### src/tdai_regs.vh
// Purpose: constants for the transmit digital audio input port
// Assumes: included by the port module, its checks and the bench; the synchroniser and shifter do not include it
// Notes: register map seen through the plain register port
`ifndef TDAI_REGS_VH
`define TDAI_REGS_VH
`define TDAI_ADDR_W 4
`define TDAI_OFS_CTRL 4'h0
`define TDAI_OFS_RATE 4'h1
`define TDAI_OFS_STAT 4'h2
`define TDAI_OFS_LEFT 4'h3
`define TDAI_OFS_RIGHT 4'h4
`define TDAI_OFS_COUNT 4'h5
`define TDAI_CTRL_FMT_LSB 0
`define TDAI_CTRL_FMT_MSB 1
`define TDAI_CTRL_LEN_LSB 2
`define TDAI_CTRL_LEN_MSB 3
`define TDAI_CTRL_DSPDLY_BIT 4
`define TDAI_CTRL_RST 32'h00000000
`define TDAI_RATE_RST 16'h0000
`define TDAI_FMT_I2S 2'h0
`define TDAI_FMT_LJ 2'h1
`define TDAI_FMT_DSP 2'h2
`define TDAI_LEN_8 2'h0
`define TDAI_LEN_16 2'h1
`define TDAI_LEN_20 2'h2
`define TDAI_LEN_24 2'h3
`define TDAI_RATE_32K 16'd32000
`define TDAI_RATE_40K 16'd40000
`define TDAI_RATE_44K1 16'd44100
`define TDAI_RATE_48K 16'd48000
`define TDAI_STAT_ACTIVE_BIT 0
`define TDAI_STAT_RATE_OK_BIT 1
`define TDAI_STAT_NEW_BIT 2
`endif

### src/tdai_sync2.v
// Purpose: two-flop synchroniser for a pin level
// Assumes: input is asynchronous to clk_in
// Notes: first stage is read only by the second stage
`timescale 1ns/1ps
module tdai_sync2 (
  // clock and reset
  input wire clk_in,
  input wire rst_in,
  // level
  input wire async_in,
  output wire sync_out
);
  reg meta_q;
  reg sync_q;
  always @(posedge clk_in) begin
    if (rst_in) begin
      meta_q <= 1'b0;
      sync_q <= 1'b0;
    end else begin
      meta_q <= async_in;
      sync_q <= meta_q;
    end
  end
  assign sync_out = sync_q;
endmodule // tdai_sync2

### src/tdai_shift.v
// Purpose: msb-first shift register that stops after the word length
// Assumes: shift_in is a one-cycle enable per bit-clock rising edge
// Notes: surplus bits after the lsb are ignored
`timescale 1ns/1ps
module tdai_shift #(
  parameter WIDTH = 24
) (
  // clock and reset
  input wire clk_in,
  input wire rst_in,
  // control
  input wire start_in,
  input wire shift_in,
  input wire bit_in,
  input wire [4:0] len_in,
  // result
  output wire [WIDTH-1:0] word_out,
  output wire done_out
);
  reg [WIDTH-1:0] sr_q;
  reg [4:0] cnt_q;
  always @(posedge clk_in) begin
    if (rst_in) begin
      sr_q <= {WIDTH{1'b0}};
      cnt_q <= 5'h00;
    end else if (start_in) begin
      // a bit offered on the start edge itself is the msb
      sr_q <= shift_in ? {{(WIDTH-1){1'b0}}, bit_in} : {WIDTH{1'b0}};
      cnt_q <= shift_in ? 5'h01 : 5'h00;
    end else if (shift_in && cnt_q != len_in) begin
      // msb arrives first; lsb lands in bit 0 after len bits
      sr_q <= {sr_q[WIDTH-2:0], bit_in};
      cnt_q <= cnt_q + 5'h01;
    end
  end
  assign word_out = sr_q;
  assign done_out = (cnt_q == len_in);
endmodule // tdai_shift

### src/tdai_port.v
// Purpose: slave serial audio input port of the transmit path
// Assumes: bit clock and frame sync come from the external master
// Notes: bit clock is sampled by clk_in, so it must be well below 100 MHz
//
// Overview of operation
// - port only listens; clock and sync are inputs
// - i2s msb on second rising edge
// - i2s left while sync low, right high
// - left-justified msb on first rising edge
// - left-justified left while sync high
// - dsp right word follows left immediately
// - dsp msb on second or third edge
// - surplus bit clocks after lsb ignored
// - word length 8, 16, 20 or 24
// - rates 32, 40, 44.1, 48 kHz selectable
// - bit clock above 1 MHz while enabled
// - sample rate resets to zero, disabled
`timescale 1ns/1ps
`include "tdai_regs.vh"
module tdai_port #(
  parameter WIDTH = 24
) (
  // clock and reset
  input wire clk_in,
  input wire rst_in,
  // serial audio pins, inputs only
  input wire audio_bit_clock_in,
  input wire audio_frame_sync_in,
  input wire audio_data_in,
  // register port
  input wire [3:0] reg_addr_in,
  input wire [31:0] reg_wdata_in,
  input wire reg_wr_in,
  input wire reg_rd_in,
  output wire [31:0] reg_rdata_out,
  // stereo sample toward internal processing
  output wire [WIDTH-1:0] left_out,
  output wire [WIDTH-1:0] right_out,
  output wire sample_valid_out
);
  reg [31:0] ctrl_q;
  reg [15:0] rate_q;
  reg [31:0] rdata_q;
  reg [WIDTH-1:0] left_q;
  reg [WIDTH-1:0] right_q;
  reg valid_q;
  reg new_q;
  reg [15:0] count_q;
  reg bclk_d1_q;
  reg fs_prev_q;
  reg fs_seen_q;
  reg chan_q;
  reg [1:0] wait_q;
  reg armed_q;
  reg [WIDTH-1:0] left_hold_q;
  // one-cycle restart of the shifter for the dsp right word
  reg dsp_next_q;
  wire bclk_s;
  wire fs_s;
  wire dat_s;
  wire [1:0] fmt;
  wire [1:0] len_sel;
  wire dsp_late;
  reg [4:0] len;
  wire enabled;
  wire rate_ok;
  wire rise;
  wire fs_edge;
  wire dsp_pulse;
  wire frame_mark;
  wire word_start;
  wire [1:0] start_delay;
  wire [WIDTH-1:0] word;
  wire word_done;
  wire shift_en;
  reg [WIDTH-1:0] word_just;
  wire chan_fs;
  // inputs from the master only; nothing is driven back
  tdai_sync2 u_sync_bclk (
    .clk_in(clk_in),
    .rst_in(rst_in),
    .async_in(audio_bit_clock_in),
    .sync_out(bclk_s)
  );
  tdai_sync2 u_sync_fs (
    .clk_in(clk_in),
    .rst_in(rst_in),
    .async_in(audio_frame_sync_in),
    .sync_out(fs_s)
  );
  tdai_sync2 u_sync_dat (
    .clk_in(clk_in),
    .rst_in(rst_in),
    .async_in(audio_data_in),
    .sync_out(dat_s)
  );
  assign fmt = ctrl_q[`TDAI_CTRL_FMT_MSB:`TDAI_CTRL_FMT_LSB];
  assign len_sel = ctrl_q[`TDAI_CTRL_LEN_MSB:`TDAI_CTRL_LEN_LSB];
  assign dsp_late = ctrl_q[`TDAI_CTRL_DSPDLY_BIT];
  // word length selection
  always @* begin
    case (len_sel)
      `TDAI_LEN_8: len = 5'd8;
      `TDAI_LEN_16: len = 5'd16;
      `TDAI_LEN_20: len = 5'd20;
      default: len = 5'd24;
    endcase
  end
  // supported rates; zero disables the port
  assign rate_ok = (rate_q == `TDAI_RATE_32K) ||
                   (rate_q == `TDAI_RATE_40K) ||
                   (rate_q == `TDAI_RATE_44K1) ||
                   (rate_q == `TDAI_RATE_48K);
  assign enabled = rate_ok;
  // the bit clock is oversampled by clk_in, so it has to run fast
  // enough to give clean edges but stay far below clk_in
  // a stopped clock simply yields no edges and no samples
  assign rise = enabled && bclk_s && !bclk_d1_q;
  // frame sync is sampled on bit-clock rising edges
  assign fs_edge = rise && fs_seen_q && (fs_s != fs_prev_q);
  // dsp frame start is the rising edge of the sync pulse
  assign dsp_pulse = rise && fs_s && !fs_prev_q;
  assign frame_mark = (fmt == `TDAI_FMT_DSP) ? dsp_pulse : fs_edge;
  // the mark is the first rising edge that sees the new sync level;
  // start_delay counts edges from it, 1 being the mark edge itself
  // left-justified: msb on the mark edge
  // i2s: msb one edge later, the second edge
  // dsp: the mark sees the pulse, msb one or two edges on
  assign start_delay = (fmt == `TDAI_FMT_I2S) ? 2'd2 :
                       (fmt == `TDAI_FMT_LJ) ? 2'd1 :
                       (dsp_late ? 2'd3 : 2'd2);
  // a delay of 1 captures on the mark, longer ones count armed edges
  assign word_start = rise && (frame_mark ? (start_delay == 2'd1) :
                      (armed_q && wait_q == 2'd1));
  // channel by sync level: i2s left low lj left high
  assign chan_fs = (fmt == `TDAI_FMT_I2S) ? fs_s : !fs_s;
  // bits accepted only inside the word; surplus clocks dropped
  // mark edges belong to word_start, so no stale bit is loaded there
  assign shift_en = rise && !armed_q && !word_done && !frame_mark;
  tdai_shift #(
    .WIDTH(WIDTH)
  ) u_shift (
    .clk_in(clk_in),
    .rst_in(rst_in),
    .start_in(frame_mark || dsp_next_q),
    .shift_in(shift_en || word_start),
    .bit_in(dat_s),
    .len_in(len),
    .word_out(word),
    .done_out(word_done)
  );
  // left-justify the received word in the output width
  always @* begin
    word_just = word << (WIDTH - len);
  end
  always @(posedge clk_in) begin
    if (rst_in) begin
      bclk_d1_q <= 1'b0;
      fs_prev_q <= 1'b0;
      fs_seen_q <= 1'b0;
      chan_q <= 1'b0;
      wait_q <= 2'd0;
      armed_q <= 1'b0;
    end else begin
      bclk_d1_q <= bclk_s;
      if (!enabled) begin
        // pins ignored, framing state dropped
        fs_seen_q <= 1'b0;
        armed_q <= 1'b0;
        wait_q <= 2'd0;
        chan_q <= 1'b0;
      end else if (rise) begin
        fs_prev_q <= fs_s;
        fs_seen_q <= 1'b1;
        if (frame_mark) begin
          // armed only when the msb is still some edges away
          armed_q <= (start_delay != 2'd1);
          wait_q <= start_delay - 2'd1;
          chan_q <= (fmt == `TDAI_FMT_DSP) ? 1'b0 : chan_fs;
        end else if (armed_q) begin
          wait_q <= wait_q - 2'd1;
          if (wait_q == 2'd1) begin
            armed_q <= 1'b0;
          end
        end
      end
      // dsp right word runs straight on from the left lsb
      // there is no sync edge for it, so the channel flips here
      if (enabled && dsp_next_q) begin
        chan_q <= 1'b1;
      end
    end
  end
  // word completion pulse: done goes high one cycle after the last shift
  reg done_d1_q;
  wire word_end;
  assign word_end = word_done && !done_d1_q && !frame_mark;
  always @(posedge clk_in) begin
    if (rst_in) begin
      done_d1_q <= 1'b1;
      new_q <= 1'b0;
      left_hold_q <= {WIDTH{1'b0}};
      left_q <= {WIDTH{1'b0}};
      right_q <= {WIDTH{1'b0}};
      valid_q <= 1'b0;
      count_q <= 16'h0000;
    end else begin
      done_d1_q <= word_done;
      valid_q <= 1'b0;
      if (!enabled) begin
        // a held left word must not pair across a disable
        left_hold_q <= {WIDTH{1'b0}};
      end
      if (enabled && word_end) begin
        if (!chan_q) begin
          left_hold_q <= word_just;
        end else begin
          // pair complete: hand over once per frame
          left_q <= left_hold_q;
          right_q <= word_just;
          valid_q <= 1'b1;
          count_q <= count_q + 16'h0001;
        end
      end
      if (reg_rd_in && reg_addr_in == `TDAI_OFS_STAT) begin
        new_q <= 1'b0;
      end
      // set wins over the read clear
      if (enabled && word_end && chan_q) begin
        new_q <= 1'b1;
      end
    end
  end
  // dsp: right word starts right after left lsb, no new mark
  // the restart lands well before the next bit-clock rising edge
  always @(posedge clk_in) begin
    if (rst_in) begin
      dsp_next_q <= 1'b0;
    end else begin
      dsp_next_q <= enabled && fmt == `TDAI_FMT_DSP && word_end && !chan_q;
    end
  end
  // registers; rate resets to zero = disabled
  always @(posedge clk_in) begin
    if (rst_in) begin
      ctrl_q <= `TDAI_CTRL_RST;
      rate_q <= `TDAI_RATE_RST;
    end else if (reg_wr_in) begin
      if (reg_addr_in == `TDAI_OFS_CTRL) begin
        ctrl_q <= {27'h0000000, reg_wdata_in[4:0]};
      end
      if (reg_addr_in == `TDAI_OFS_RATE) begin
        rate_q <= reg_wdata_in[15:0];
      end
    end
  end
  always @(posedge clk_in) begin
    if (rst_in) begin
      rdata_q <= 32'h00000000;
    end else if (reg_rd_in) begin
      case (reg_addr_in)
        `TDAI_OFS_CTRL: rdata_q <= ctrl_q;
        `TDAI_OFS_RATE: rdata_q <= {16'h0000, rate_q};
        `TDAI_OFS_STAT: rdata_q <= {29'h00000000, new_q, rate_ok, enabled};
        `TDAI_OFS_LEFT: rdata_q <= {{(32-WIDTH){1'b0}}, left_q};
        `TDAI_OFS_RIGHT: rdata_q <= {{(32-WIDTH){1'b0}}, right_q};
        `TDAI_OFS_COUNT: rdata_q <= {16'h0000, count_q};
        default: rdata_q <= 32'h00000000;
      endcase
    end else begin
      rdata_q <= 32'h00000000;
    end
  end
  assign reg_rdata_out = rdata_q;
  assign left_out = left_q;
  assign right_out = right_q;
  assign sample_valid_out = valid_q;
endmodule // tdai_port

### config.mk
export PLATFORM = sky130hd
export DESIGN_NAME = tdai_port
export DESIGN_NICKNAME = d
export VERILOG_FILES = /design/src/tdai_sync2.v /design/src/tdai_shift.v /design/src/tdai_port.v
export VERILOG_INCLUDE_DIRS = /design/src
export SDC_FILE = /design/constraint.sdc
export NUM_CORES = 1
export LEC_CHECK = 0
export BUFFER_PORTS_ARGS = -buffer_cell sky130_fd_sc_hd__buf_4
export CAP_MARGIN = 20
export CORE_UTILIZATION = 45
export DETAILED_ROUTE_END_ITERATION = 12
export PLACE_DENSITY_LB_ADDON = 0.2
export SYNTH_ARGS = -nofsm -noshare
export SYNTH_HDL_FRONTEND = slang
export SYNTH_HIERARCHICAL = 1
export SYNTH_SLANG_ARGS = --single-unit
export TNS_END_PERCENT = 1
### constraint.sdc
create_clock -name clk_in -period 4 [get_ports clk_in]
set_input_delay 0.2 -clock clk_in [delete_from_list [all_inputs] [get_ports clk_in]]
set_output_delay 0.2 -clock clk_in [all_outputs]
set_load 0.05 [all_outputs]
After elaboration in Yosys (flattened, before gate mapping):

Cells that the tools add are included.

* register bits after elaboration: 187
* latch bits: 0
* memory bits (writable): 0
* memory bits (read-only): 0
* output and inout bits: 81
* memories: 0

* add/sub/neg operators: 5
* multiply operators: 0
* div/mod/pow operators: 0
* $lt $le $gt $ge: 0
* eq/ne operators: 21
* shift operators: 1
* multiplexer cells: 30
* bitwise operators: 3
* reductions and logical operators: 49

Operator list (count)
* one-hot mux 24 bit (6 select lines): 1
* two-way mux 24 bit: 5
* equality test 16 bit, second input constant: 3
* left shift 24 x 32 -> 24 bit: 1
* logical AND 1 bit: 21
* two-way mux 1 bit: 17
* adder 16 x 1 -> 16 bit, second input constant: 1
* equality test 16 x 15 -> 1 bit, second input constant: 1
* one-hot mux 5 bit (3 select lines): 1
* AND reduction 2 bit: 6
* two-way mux 5 bit: 2
* equality test 2 x 1 -> 1 bit, second input constant: 4
* equality test 4 x 2 -> 1 bit, second input constant: 2
* equality test 4 x 3 -> 1 bit, second input constant: 2
* logical NOT 1 bit: 8
* two-way mux 2 bit: 4
* != test 3 x 1 -> 1 bit, second input constant: 2
* nonzero test 2 bit: 3
* OR reduction 2 bit: 3
* subtractor 5 x 5 -> 6 bit, first input constant: 1
* adder 5 x 1 -> 5 bit, second input constant: 1
* equality test 5 bit: 1
* logical OR 1 bit: 5
* != test 5 bit: 1
* other kinds (8): 13

Depth between registers and ports, before layout:

* word-level depth: 15
* gate-level depth with buffers: 14
* depth with buffers taken out: 13

Cells and area by module:

Netlist, hierarchy kept.

By module, submodules not included
* tdai_port: instances 1, cells an instance 764, area an instance 6570.1 sq um, sequential area each 2882.8 sq um
* tdai_shift: instances 1, cells an instance 124, area an instance 1252.5 sq um, sequential area each 580.6 sq um
* tdai_sync2: instances 3, cells an instance 4, area an instance 52.6 sq um, sequential area each 40.0 sq um

Least setup slack after synthesis:

Ideal clock, no wire load.

* kind: register to register
* from: register ctrl_q[2]
* to: register left_q[10], in the netlist left_out[10]
* library setup time: 128 ps
* arrival time: 2841 ps
* slack: 1031 ps
* stages on the path, launching flop included: 13
* period minus slack after synthesis: 2969 ps
* cells stage by stage: dfxtp_1 inv_1 ha_1 inv_1 xor2_1 nor4_4 and2_1 nor2b_1 nand4_1 a21oi_2 buf_2 mux2i_1 nor2_1

* cells in the longest elaborated chain, start to end: 7
* elaborated cells on any way between the ends: 9

RTL lines
* from (decl): RTL line tdai_port.v:41 `reg [31:0] ctrl_q;`
* from (signal assigned): RTL line tdai_port.v:246 `` ctrl_q <= `TDAI_CTRL_RST; ``
* from (signal assigned): RTL line tdai_port.v:250 `ctrl_q <= {27'h0000000, reg_wdata_in[4:0]};`
* equality test 2 bit (tied with other cells): RTL line tdai_port.v:102 `case (len_sel)`
* one-hot mux 5 bit (3 select lines) *: RTL line tdai_port.v:102
* net len[3]: RTL line tdai_port.v:64 `reg [4:0] len;`
* equality test 5 bit *: RTL line tdai_shift.v:37 `assign done_out = (cnt_q == len_in);`
* net word_done: RTL line tdai_port.v:74 `wire word_done;`
* logical AND 1 bit * (2 in series): RTL line tdai_port.v:197 `assign word_end = word_done && !done_d1_q && !frame_mark;`
* logical AND 1 bit *: RTL line tdai_port.v:214 `if (enabled && word_end) begin`
* AND reduction 2 bit (no source line) *
* to (signal assigned): RTL line tdai_port.v:203 `left_q <= {WIDTH{1'b0}};`
* to (signal assigned): RTL line tdai_port.v:219 `left_q <= left_hold_q;`
* to (decl): RTL line tdai_port.v:44 `reg [WIDTH-1:0] left_q;`

Mark *: on every way through the listed nets, which the timed path passes. The rest lies on a longest branch.
A chain may end at the register's enable or synchronous reset.

Worst setup path after layout:

* from: register ctrl_q[3]
* to: register left_q[15], in the netlist left_out[15]

Same word-level chain as after synthesis.

==> metrics <==
Net Switching 0.820 mW; largest net degree at the start of global routing 66; area grow syn2layout 18.7%; DRT Wirelength 19.9 mm; outcome finished, final reports clean; top cells by area, synth dfxtp_1, mux2i_1, nor2_1; Worst slew margin 0.351; Pint 2.69 mW; PwrDens 371 nW/um2; #FFs+latches synth 179; CP Capture Type register; htree depth 4; Critical Path AT 3.56 ns; most common cell in the netlist dfxtp_1; die width 135 um; Synth cell types 66; initial detailed-routing violation count 496; CP max FO 61; io pins 124; synth cell count leaders dfxtp_1, nor2_1, nand2_1; Worst-Margin Slew 0.973 ns; core area 17,300 um2; P_leak 3.35 nW; nets@finish 1,029; CTS buffer count 17; sequential area share after synthesis 0.449; Max Transition Viols Final 0; worst vdd ir 315 uV; via count 6,688; Die ar. 18,300 um2; Overall Global Routing Usage 0.223; first-pass GRT wire length 32.1 mm; Fillers 1,621; TritonCTS clock tree done; n_diodes 0; Clock power frac 0.454; Comb power frac 0.036; port bufs 99; crit path time final 3.26 ns; switching part of the total 0.233; Hold Crit Class in2reg; setup TNS 0 ns; maximum clock rate 307 MHz; sequential cell fraction of total power 0.510; layout cell share with drive strength beyond 1 0.184; initial core utilization 0.461; DRC viols 0; Post-Route Skew 0.00931 ns; final setup vio count 0; Design Area, Final 9470 um2; mapped cell area 7980 um2; CTS root buf clkbuf_16; # resized after CTS 0; Avg WL per Cell 16.3 um; CP Cell Sequence inv_1 > ha_1 > inv_1 > xor2_1 > nor4_4 > buf_4 > and2_1 > nor2b_1 > nand4_1 > buf_4 > a21oi_4 > buf_12 > mux2i_1 > nor2_1; Clock Pin Slew Worst Setup and Hold Paths 0.07 ns; Async SR Flop Fraction 0; clk_lat worst skew 0.43 ns; clk buf depth 2; vias in the first global route 6,085; total grt overflow 0; cell taking the most area after synthesis dfxtp_1; Mean Syn Cell Area 8.87 um2; count of final hold-check violations 0; vias per cell 5.49; Synth top area share 0.449; clk sinks 179; Mapped Cells 900; cts hold-fix bufs 3; initial antenna violation count 0; Main synth FF type dfxtp_1; slowest cell on the critical path dfxtp_1; slowest cell delay on critical path 0.44 ns; area of the multi-input gates 4090 um2; post-DP HPWL 13.6 mm; Pre-antenna DRT Iters 5; number of synthesized flops with an enable pin 0; Post-CTS Setup Repair Bufs 0; RD Place Congestion 0.829; RSZ-0062 raised after global routing false; die height 135 um; Max Cap Viol 0; Worst Path Class, Setup reg2reg; DP Area 8880 um2; Routed Antenna Nets 0; floorplan row count 48; startpoint types register; sequential cell area 3580 um2; critical path required time 4.30 ns; YS warnings 6; fin crit share 0.815
-- kinds of logic after synthesis --
logic type / share of synthesized area
DFF: 0.449
muxes: 0.139
and+or+nand+nor: 0.208
adders and majority gates: 0.00941
xor gates and xnor gates: 0.00972
buffers and inverters: 0.0463
other: 0.000470
AOI/OAI and AO/OA: 0.138
-- per-stage QoR --
step / total power [mW] / hold WS (ns) / setup slack (ns) / cells / util
final: 3.51 / 0.0149 / 0.742 / 1218 / 0.547
after global routing: 3.63 / 0.0212 / 0.496 / 1218 / 0.547
after CTS: 3.54 / 0.00527 / 0.752 / 1218 / 0.547
after detailed placement: 1.96 / 0.419 / 0.791 / 1183 / 0.513
after global placement: 1.95 / 0.412 / 0.832 / 1183 / 0.513
after floorplan: 1.92 / 0.269 / 1.03 / 910 / -
-- per-layer routing --
layer  part of all wire  vias up  global-route usage
met5                  0        -                   0
met1               0.47     3197               0.313
met4              0.018        0              0.0836
li1                   -     3301                   -
met2               0.45      168               0.344
met3              0.056       22              0.0370
-- layout make-up --
type / count / area share
inverters: 12 / 0.00476
clock buffers: 18 / 0.0453
flip-flops and latches: 179 / 0.378
well taps: 225 / 0.0297
multi-input cells: 651 / 0.432
repair buffers: 119 / 0.0965
clock inverters: 14 / 0.0136
-- path summary, 6_finish.rpt --
check	startpoint	to	slack (ns)	depth (start not counted)
hold / removal	reg_wdata_in[6]	rate_q[6]$_SDFFE_PP0P_	0.01	3
setup reg to reg	ctrl_q[3]$_SDFFE_PP0P_	left_out[15]$_SDFFE_PP0P_	0.74	14
hold reg to reg	u_sync_bclk/meta_q$_SDFF_PP0_	u_sync_bclk/sync_out$_SDFF_PP0_	0.44	1
setup / recovery	ctrl_q[3]$_SDFFE_PP0P_	left_out[15]$_SDFFE_PP0P_	0.74	14
-- state kept, by name, summed over array words and instances, names as in the netlist, 2 cells and up --
signal            cells
left_hold_q          24
ctrl_q                5
count_q              16
wait_q                2
reg_rdata_out        24
u_shift/word_out     24
left_out             24
u_shift/cnt_q         5
rate_q               16
right_out            24
-- power groups by stage --
stage / Clock [mW] / Sequential, mW / Combinational, mW
2_1_floorplan: 0 / 1.83 / 0.0853
3_3_place_gp: 0 / 1.83 / 0.121
3_5_place_dp: 0 / 1.83 / 0.122
4_1_cts: 1.62 / 1.79 / 0.124
5_1_grt: 1.70 / 1.79 / 0.136
6_report: 1.60 / 1.79 / 0.125
-- critical path: cells and delay by family (launching register included) --
kind | cells | cell delay, ns
xor+xnor | 1 | 0.16
mux | 1 | 0.26
buf+inv | 5 | 0.92
simple gates | 5 | 0.85
compound gates | 1 | 0.15
flops | 1 | 0.44
fa+ha+maj | 1 | 0.29
-- cell usage in the layout, fill, tap and decap left out, drive strengths merged, types with 4 or more instances in the layout --
master  netlist  final
nand3b        7      7
nor3         14     14
clkbuf       47     18
nor2        117    117
nand2       109    109
or3           7      7
a211oi        9      9
a22oi        24     24
mux4          5      5
ha            6      6
clkinv        0      5
conb          1     11
o21ai        25     25
nand4         8      8
buf          21    116
a22o         12     12
o32ai         4      4
nor4          5      5
dfxtp       179    179
inv          12     17
nand3        22     22
a21oi        75     75
and3          8      8
mux2         15     15
nand2b        7      7
mux2i        83     83
nor2b        17     17
xor2          4      4
xnor2         4      4
and2          9      9
No activity file was read; power rests on OpenSTA's default activity.
